[config.mk]
export PLATFORM = sky130hd
export DESIGN_NAME = udc_counter
export DESIGN_NICKNAME = d
export VERILOG_FILES = /design/src/hw/udc_pkg.sv /design/src/hw/udc_counter.sv
export SDC_FILE = /design/constraint.sdc
export NUM_CORES = 1
export LEC_CHECK = 0
export BUFFER_PORTS_ARGS = -buffer_cell sky130_fd_sc_hd__buf_2
export CAP_MARGIN = 20
export CORE_MARGIN = 2
export CORE_UTILIZATION = 35
export DETAILED_ROUTE_END_ITERATION = 16
export GPL_ROUTABILITY_DRIVEN = 0
export REMOVE_ABC_BUFFERS = 1
export SYNTH_ARGS = -nofsm -noshare
export SYNTH_HDL_FRONTEND = slang
export SYNTH_SLANG_ARGS = --single-unit
[constraint.sdc]
create_clock -name aclk -period 6 [get_ports aclk]
set_input_delay 1.2 -clock aclk [delete_from_list [all_inputs] [get_ports aclk]]
set_output_delay 1.2 -clock aclk [all_outputs]
set_load 0.03 [all_outputs]
[src/hw/udc_pkg.sv]
// Purpose: Shared constants and types for the up/down target counter.
// Assumes: AXI4-Lite register access with 32-bit data.
// Notes: Offsets are byte addresses of aligned words.
package udc_pkg;
	localparam int UDC_CNT_W = 17;
	localparam logic [16:0] UDC_TARGET_MAX = 17'h1869f;
	localparam logic [16:0] UDC_TARGET_RST = 17'h0270f;
	localparam logic [7:0] UDC_OFF_CTRL = 8'h00;
	localparam logic [7:0] UDC_OFF_TARGET = 8'h04;
	localparam logic [7:0] UDC_OFF_COUNT = 8'h08;
	localparam logic [7:0] UDC_OFF_STATUS = 8'h0c;
	localparam logic [7:0] UDC_OFF_IRQ_STAT = 8'h10;
	localparam logic [7:0] UDC_OFF_IRQ_MASK = 8'h14;
	localparam int UDC_CTRL_GATE = 0;
	localparam int UDC_CTRL_DIR = 1;
	localparam int UDC_CTRL_RESET = 2;
	localparam int UDC_CTRL_WCLR = 3;
	localparam int UDC_ST_TERM = 0;
	localparam int UDC_ST_WRAP = 1;
	localparam int UDC_IRQ_TERM = 0;
	localparam int UDC_IRQ_WRAP = 1;
	localparam logic [1:0] UDC_RESP_OKAY = 2'h0;
	localparam logic [1:0] UDC_RESP_SLVERR = 2'h2;
	typedef struct packed
	{
		logic count_gate;
		logic count_down;
		logic hold_reset;
	} udc_ctrl_s;
endpackage

[src/hw/udc_counter.sv]
// Purpose: Up/down event counter with target, terminal flag and sticky wrap flag.
// Assumes: event_input is synchronous to aclk; one AXI4-Lite master.
// Notes: Counting logic has one clock; no buffering.
//
// Design decisions made here: the register addresses and the AXI4-Lite slave port.
`timescale 1ns/1ps
// What this block does
// - With count_gate low and reset control 0 the count holds and events are ignored; it resets to 0.
// - A direction setting of 0, the reset value, selects up counting.
// - A direction setting of 1 selects down counting, each event lowering the count by one.
// - A low-to-high edge of event_input is one event and adds one when counting up.
// - Counting up, terminal_reached_flag is high once the count equals terminal_value.
// - Counting up at the target, an event loads zero, sets the wrap flag and drops the terminal flag.
// - Counting down, the count falls to zero and the terminal flag rises at zero.
// - Counting down at zero, an event loads the target, sets the wrap flag and drops the terminal flag.
// - The terminal and wrap flags are read-only status bits, and wrap stays set until cleared.
// - terminal_value is writable up to 99999 and resets to 9999.
// - tally_value is a read-only 17-bit count from 0 to 99999.
// - While reset control is 1 the count is 0 up or the target down, and wrap is cleared.
// - Writing 1 to wrap_flag_clear clears the wrap flag without touching the count.
module udc_counter
	import udc_pkg::*;
#(
	parameter int CNT_W = UDC_CNT_W
)
(
	// Clock and reset.
	input wire logic aclk,
	input wire logic aresetn,
	// Count source.
	input wire logic event_input,
	// Status pins.
	output logic [CNT_W-1:0] tally_value,
	output logic terminal_reached_flag,
	output logic wrap_flag,
	output logic irq,
	// AXI4-Lite write address.
	input wire logic [7:0] s_axi_awaddr,
	input wire logic s_axi_awvalid,
	output logic s_axi_awready,
	// AXI4-Lite write data.
	input wire logic [31:0] s_axi_wdata,
	input wire logic [3:0] s_axi_wstrb,
	input wire logic s_axi_wvalid,
	output logic s_axi_wready,
	// AXI4-Lite write response.
	output logic [1:0] s_axi_bresp,
	output logic s_axi_bvalid,
	input wire logic s_axi_bready,
	// AXI4-Lite read address.
	input wire logic [7:0] s_axi_araddr,
	input wire logic s_axi_arvalid,
	output logic s_axi_arready,
	// AXI4-Lite read data.
	output logic [31:0] s_axi_rdata,
	output logic [1:0] s_axi_rresp,
	output logic s_axi_rvalid,
	input wire logic s_axi_rready
);
	function automatic logic is_mapped(input logic [7:0] a);
		is_mapped = (a == UDC_OFF_CTRL) || (a == UDC_OFF_TARGET) || (a == UDC_OFF_COUNT)
			|| (a == UDC_OFF_STATUS) || (a == UDC_OFF_IRQ_STAT) || (a == UDC_OFF_IRQ_MASK);
	endfunction

	udc_ctrl_s ctrl;
	logic [CNT_W-1:0] terminal_value;
	logic [1:0] irq_stat;
	logic [1:0] irq_mask;
	logic event_prev;
	logic aw_held;
	logic w_held;
	logic [7:0] aw_addr;
	logic [31:0] w_data;
	logic [3:0] w_strb;

	// Write address and data are latched separately so either may come first.
	wire aw_take = s_axi_awvalid && s_axi_awready;
	wire w_take = s_axi_wvalid && s_axi_wready;
	wire [7:0] wr_addr = aw_held ? aw_addr : s_axi_awaddr;
	wire [31:0] wr_data = w_held ? w_data : s_axi_wdata;
	wire [3:0] wr_strb = w_held ? w_strb : s_axi_wstrb;
	wire wr_go = (aw_held || aw_take) && (w_held || w_take) && !s_axi_bvalid;
	wire wr_ok = wr_go && is_mapped(wr_addr);
	wire wr_ctrl = wr_ok && (wr_addr == UDC_OFF_CTRL) && wr_strb[0];
	wire wr_tgt = wr_ok && (wr_addr == UDC_OFF_TARGET);
	wire wr_istat = wr_ok && (wr_addr == UDC_OFF_IRQ_STAT) && wr_strb[0];
	wire wr_imask = wr_ok && (wr_addr == UDC_OFF_IRQ_MASK) && wr_strb[0];
	// Lanes 0 to 2 are merged at 24 bits so a value up to 24 bits is clamped instead of wrapping; lane 3 is ignored.
	wire [23:0] tgt_wide = {wr_strb[2] ? wr_data[23:16] : 8'(terminal_value >> 16),
		wr_strb[1] ? wr_data[15:8] : terminal_value[15:8],
		wr_strb[0] ? wr_data[7:0] : terminal_value[7:0]};
	// Targets above the range are clamped rather than refused, so the count stays bounded.
	wire [CNT_W-1:0] tgt_next = (tgt_wide > 24'(UDC_TARGET_MAX)) ? CNT_W'(UDC_TARGET_MAX)
		: CNT_W'(tgt_wide);

	assign s_axi_awready = !aw_held && !s_axi_bvalid;
	assign s_axi_wready = !w_held && !s_axi_bvalid;
	assign s_axi_arready = !s_axi_rvalid;

	// Counting datapath.
	// The previous sample resets low, so a source already high looks like an edge; the gate
	// is off after reset, which keeps that false edge from counting.
	wire edge_seen = event_input && !event_prev;
	wire step = edge_seen && ctrl.count_gate && !ctrl.hold_reset;
	wire at_end = ctrl.count_down ? (tally_value == '0) : (tally_value == terminal_value);
	wire wrap_now = step && at_end;
	wire wrap_clear = wr_ctrl && wr_data[UDC_CTRL_WCLR];
	// Reset control is a level: it forces the count every cycle and follows target edits.
	wire [CNT_W-1:0] next_tally = ctrl.hold_reset ? (ctrl.count_down ? terminal_value : '0)
		: !step ? tally_value
		: wrap_now ? (ctrl.count_down ? terminal_value : '0)
		: ctrl.count_down ? tally_value - 1'b1 : tally_value + 1'b1;
	wire next_wrap = wrap_now || (!ctrl.hold_reset && !wrap_clear && wrap_flag);
	wire next_term = ctrl.count_down ? (next_tally == '0) : (next_tally == terminal_value);

	// Terminal flag follows the count; it also tracks target edits made while stopped.
	assign terminal_reached_flag = ctrl.count_down ? (tally_value == '0)
		: (tally_value == terminal_value);
	assign irq = |(irq_stat & irq_mask);

	always_ff @(posedge aclk)
	begin
		if (!aresetn)
		begin
			ctrl <= '0;
			terminal_value <= CNT_W'(UDC_TARGET_RST);
			tally_value <= '0;
			wrap_flag <= 1'b0;
			event_prev <= 1'b0;
		end
		else
		begin
			event_prev <= event_input;
			tally_value <= next_tally;
			wrap_flag <= next_wrap;
			if (wr_ctrl)
			begin
				ctrl.count_gate <= wr_data[UDC_CTRL_GATE];
				ctrl.count_down <= wr_data[UDC_CTRL_DIR];
				ctrl.hold_reset <= wr_data[UDC_CTRL_RESET];
			end
			if (wr_tgt)
				terminal_value <= tgt_next;
		end
	end

	// Interrupt status: terminal arrival and wrap events; set beats write-one-to-clear.
	wire term_rise = !terminal_reached_flag && next_term && step;
	wire [1:0] irq_set = {wrap_now, term_rise};
	always_ff @(posedge aclk)
	begin
		if (!aresetn)
		begin
			irq_stat <= '0;
			irq_mask <= '0;
		end
		else
		begin
			irq_stat <= irq_set | (irq_stat & ~(wr_istat ? wr_data[1:0] : 2'h0));
			if (wr_imask)
				irq_mask <= wr_data[1:0];
		end
	end

	// Write channel bookkeeping.
	always_ff @(posedge aclk)
	begin
		if (!aresetn)
		begin
			aw_held <= 1'b0;
			w_held <= 1'b0;
			aw_addr <= 8'h00;
			w_data <= 32'h0;
			w_strb <= 4'h0;
			s_axi_bvalid <= 1'b0;
			s_axi_bresp <= UDC_RESP_OKAY;
		end
		else
		begin
			if (wr_go)
			begin
				aw_held <= 1'b0;
				w_held <= 1'b0;
				s_axi_bvalid <= 1'b1;
				s_axi_bresp <= is_mapped(wr_addr) ? UDC_RESP_OKAY : UDC_RESP_SLVERR;
			end
			else
			begin
				if (aw_take)
				begin
					aw_held <= 1'b1;
					aw_addr <= s_axi_awaddr;
				end
				if (w_take)
				begin
					w_held <= 1'b1;
					w_data <= s_axi_wdata;
					w_strb <= s_axi_wstrb;
				end
				if (s_axi_bvalid && s_axi_bready)
					s_axi_bvalid <= 1'b0;
			end
		end
	end

	// Read channel; the control reset bit reads back, the clear bit reads as zero.
	wire [31:0] rd_word =
		(s_axi_araddr == UDC_OFF_CTRL) ? 32'({ctrl.hold_reset, ctrl.count_down, ctrl.count_gate})
		: (s_axi_araddr == UDC_OFF_TARGET) ? 32'(terminal_value)
		: (s_axi_araddr == UDC_OFF_COUNT) ? 32'(tally_value)
		: (s_axi_araddr == UDC_OFF_STATUS) ? 32'({wrap_flag, terminal_reached_flag})
		: (s_axi_araddr == UDC_OFF_IRQ_STAT) ? 32'(irq_stat)
		: (s_axi_araddr == UDC_OFF_IRQ_MASK) ? 32'(irq_mask)
		: 32'h0;
	always_ff @(posedge aclk)
	begin
		if (!aresetn)
		begin
			s_axi_rvalid <= 1'b0;
			s_axi_rdata <= 32'h0;
			s_axi_rresp <= UDC_RESP_OKAY;
		end
		else if (s_axi_arvalid && s_axi_arready)
		begin
			s_axi_rvalid <= 1'b1;
			s_axi_rdata <= rd_word;
			s_axi_rresp <= is_mapped(s_axi_araddr) ? UDC_RESP_OKAY : UDC_RESP_SLVERR;
		end
		else if (s_axi_rready)
			s_axi_rvalid <= 1'b0;
	end
endmodule

==> load_flow_metrics.sql <==
INSERT INTO impl_metrics (metric_group, metric, value, unit) VALUES
('outcome', 'result_of_the_run', 'finished, final reports clean', ''),
('cells_and_area', 'finish.cell_count_without_fillers', '1097', ''),
('timing', 'report.final.hold_viol_count', '0', ''),
('timing', 'timing.slew.headroom', '25.6', '%'),
('logic_synthesis', 'synthDominantAreaCellType', 'dfxtp_1', ''),
('power_and_ir_drop', 'irDropWorstVdd', '0.000187', 'V'),
('clock_network', 'cts_buffer_depth', '2', ''),
('setup_path', 'cp-start-kind', 'register', ''),
('worst_hold_path', 'holdCritPathClass', 'register to register', ''),
('global_route', 'antenna_violations_before_repair', '0', ''),
('setup_path', 'setup.worst_path.end_class', 'register', ''),
('timing', 'tns', '0', 'ns'),
('clock_network', 'cts.hold.buffers_added', '0', ''),
('global_route', 'grt_max_degree', '66', ''),
('clock_network', 'tritoncts_clock_tree', 'built', ''),
('floorplan', 'placement_rows', '48', ''),
('setup_path', 'critPathMaxFanout', '17', ''),
('setup_path', 'critical_path_arrival', '4.28', 'ns'),
('floorplan', 'fp.dieH', '138', 'microns'),
('logic_synthesis', 'synth_top_area_cells', 'dfxtp_1, a21oi_1, nand2_1', ''),
('clock_network', 'path_clk_slew', '0.08', 'ns'),
('power_and_ir_drop', 'leakage', '2.92', 'nW'),
('clock_network', 'clock_latency', '0.36', 'ns'),
('timing', 'slew_at_the_pin_with_the_worst_max_slew_slack', '1.12', 'ns'),
('setup_path', 'crit_path_start', 'tally_value[13]$_SDFF_PN0_', ''),
('detailed_routing', 'routed_via_density', '5.62', ''),
('clock_network', 'clk_root_buffer_cell', 'clkbuf_16', ''),
('detailed_routing', 'initialDrtViolationCount', '531', ''),
('detailed_routing', 'routed_wirelength', '19.5', 'mm'),
('place', 'placed_cells', '1081', ''),
('clock_network', 'htree_levels', '3', ''),
('power_and_ir_drop', 'p_per_area', '221', 'nW/um^2'),
('logic_synthesis', 'mappedNetlistArea', '6250', 'sq um'),
('timing', 'skew', '0.0118', 'ns'),
('worst_hold_path', 'min-delay-start', 's_axi_rdata[1]$_SDFFE_PN0P_', ''),
('job', 'timing.max_cap.violations', '0', ''),
('detailed_routing', 'drtPass1Iterations', '5', ''),
('setup_path', 'cp_slowest_stage_delay', '0.65', 'ns'),
('logic_synthesis', 'synth.ff_latch_count', '101', ''),
('global_route', 'grt_pass1_wl', '30.2', 'mm'),
('logic_synthesis', 'ys_dominant_reg_cell', 'dfxtp_1', ''),
('clock_network', 'postCtsSetupBuffers', '0', ''),
('logic_synthesis', 'asyncSetResetFlopFracSynth', '0', '%'),
('timing', 'rsz0062_at_grt', 'no', ''),
('detailed_routing', 'wl_per_cell', '17.7', 'microns'),
('detailed_routing', 'antenna_violating_nets_post_route', '0', ''),
('detailed_routing', 'route.vias.total', '6162', ''),
('cells_and_area', 'drive_gt1_share', '16.4', '%'),
('timing', 'drv_slew', '0', ''),
('clock_network', 'cts_buffer_count', '9', ''),
('setup_path', 'critical-path-slowest-cell', 'nor4_1', ''),
('logic_synthesis', 'yosysUniqueCellTypes', '79', ''),
('place', 'place_hpwl', '13.8', 'mm'),
('floorplan', 'boundaryPins', '121', ''),
('setup_path', 'timing_worst_setup_path_type', 'register to register', ''),
('logic_synthesis', 'syn-instance-count', '804', ''),
('timing', 'final_period_minus_worst_setup_slack', '4.08', 'ns'),
('floorplan', 'die_width', '138', 'microns'),
('place', 'portBuffers', '94', ''),
('clock_network', 'ctsResizeCount', '0', ''),
('logic_synthesis', 'postSynthAreaPerCell', '7.78', 'sq um'),
('detailed_routing', 'drt_drc_violations_left', '0', ''),
('global_route', 'via_count_of_the_first_global_routing_pass', '5532', ''),
('cells_and_area', 'areaGrowthSynthToFinish', '14.1', '%'),
('floorplan', 'floorplan.die_area', '18900', 'sq um'),
('floorplan', 'core_region_area', '17400', 'sq um'),
('logic_synthesis', 'synth-seq-area-share', '32.3', '%'),
('cells_and_area', 'antennaDiodeCount', '0', ''),
('timing', 'setup_viol', '0', ''),
('logic_synthesis', 'top_cell_type_s_share_of_synthesized_area', '32.3', '%'),
('floorplan', 'initial_utilization', '36.0', '%'),
('logic_synthesis', 'edff_count_synth', '0', ''),
('global_route', 'grt_util_all_layers', '20.7', '%'),
('setup_path', 'timing.critical_path.required', '6.20', 'ns'),
('timing', 'post-route-period-util', '68.0', '%'),
('cells_and_area', 'total_nets_final', '943', ''),
('setup_path', 'critical_path.cell_chain', 'xor2_1 -> nor4_1 -> nand3_1 -> o21ai_4 -> nor3_2 -> a222oi_1 -> o211ai_1 -> a311oi_1 -> o311ai_1 -> o31ai_1', ''),
('timing', 'max_clock_freq', '0.245', 'GHz'),
('global_route', 'globalRoute.totalOverflow', '0', ''),
('setup_path', 'rr_startpoint', 'tally_value[13]$_SDFF_PN0_', ''),
('clock_network', 'tritoncts_num_sinks', '101', ''),
('logic_synthesis', 'synthesis_warnings', '0', '');
per-layer routing:
layer	vias up	global-route usage [%]	share of wire, %
met5	-	0	0
met4	0	4.87	2.0
met3	36	5.22	7.5
met2	226	32.6	44
met1	2888	28.5	46
li1	3012	-	-
cells by family after synthesis:
kind of cell	synth area share, %
multiplexers	6.38
buffers and inverters	6.72
AO/OA/AOI/OAI	22.9
AND/OR/NAND/NOR	23.9
adder cells (fa/ha/maj)	3.32
XOR/XNOR	4.34
other	0.0600
flip-flops	32.3
through the flow:
stage | util, % | setup slack, ns | instance area, sq um | total power [mW] | hold WS [ns]
after floorplan | - | 2.28 | 5990 | 0.860 | 0.433
after global placement | 39.1 | 1.86 | 6790 | 0.931 | 0.438
after detailed placement | 39.2 | 1.91 | 6810 | 0.935 | 0.444
after CTS | 41.1 | 2.10 | 7140 | 1.59 | 0.455
after global routing | 41.1 | 1.79 | 7140 | 1.64 | 0.475
final | 41.1 | 1.92 | 7140 | 1.58 | 0.453
cells in the final DEF (no fill, tap or decap), types with 6 or more instances in the layout:
cell type / Yosys / final
dfxtp_1: 101 / 101
buf_2: 6 / 94
nand2_1: 91 / 91
a21oi_1: 83 / 83
nor2_1: 77 / 77
nor3_1: 39 / 38
mux2i_1: 32 / 32
xor2_1: 25 / 25
o21ai_0: 25 / 25
inv_1: 24 / 24
a221oi_1: 17 / 17
conb_1: 1 / 17
a211oi_1: 15 / 15
ha_1: 15 / 15
nor4_1: 13 / 13
nand3_1: 11 / 11
and2_1: 11 / 11
nor2b_1: 11 / 11
o22ai_1: 9 / 9
clkbuf_16: 0 / 9
o21a_1: 8 / 8
a31oi_1: 8 / 8
or3_1: 7 / 7
mux2_2: 7 / 7
xnor2_1: 6 / 6
and3_1: 6 / 6
a22oi_1: 6 / 6
buf_4: 17 / 6
Yosys cell counts (all sizes together) (6+ instances only):
library cell and instances:
nor4 14, and3 6, xor2 25, xnor2 6
o22ai 9, a22oi 6, and2 12, clkbuf 39
a31oi 8, a221oi 17, inv 26, ha 15
or3 7, mux2 7, o21ai 29, nand3 12
buf 26, a21oi 84, nor2 77, a211oi 15
nand2 91, nor2b 11, o21a 9, dfxtp 101
mux2i 32, nor3 41
final timing paths:
path / endpoint / slack (ns) / cells past startpoint
worst max register to register: irq_stat[0]$_SDFF_PN0_ / 1.92 / 10
worst min-delay path: s_axi_rdata[1]$_SDFFE_PN0P_ / 0.45 / 2
worst max-delay path: irq_stat[0]$_SDFF_PN0_ / 1.92 / 10
worst min register to register: s_axi_rdata[1]$_SDFFE_PN0P_ / 0.45 / 2
sequential cells by signal (all words and copies together), names as in the netlist, 2 cells and up:
signal          flops
w_data             24
s_axi_rdata        17
tally_value        17
terminal_value     17
aw_addr             8
ctrl                3
w_strb              3
irq_mask            2
irq_stat            2
final cells by class:
| type | count | area [sq um] |
|---|---|---|
| clock inverter | 7 | 105 |
| timing repair buffer | 101 | 531 |
| tap | 225 | 282 |
| sequential | 101 | 2020 |
| inverter | 26 | 97.6 |
| multi-input combinational | 628 | 3870 |
| clock buffer | 9 | 225 |
| fill | 1807 | 10200 |
power by group:
part | internal [mW] | switching [mW]
Clock | 0.373 | 0.286
Sequential | 0.694 | 0.0175
Combinational | 0.0693 | 0.138
Total | 1.14 | 0.441
critical path: cells and delay by family (launching register included):
kind,cells,cell delay (ns)
XOR/XNOR,1,0.19
flip-flops,1,0.58
AO/OA/AOI/OAI,6,1.96
AND/OR/NAND/NOR,3,1.18
No activity file was read; power rests on OpenSTA's default activity.
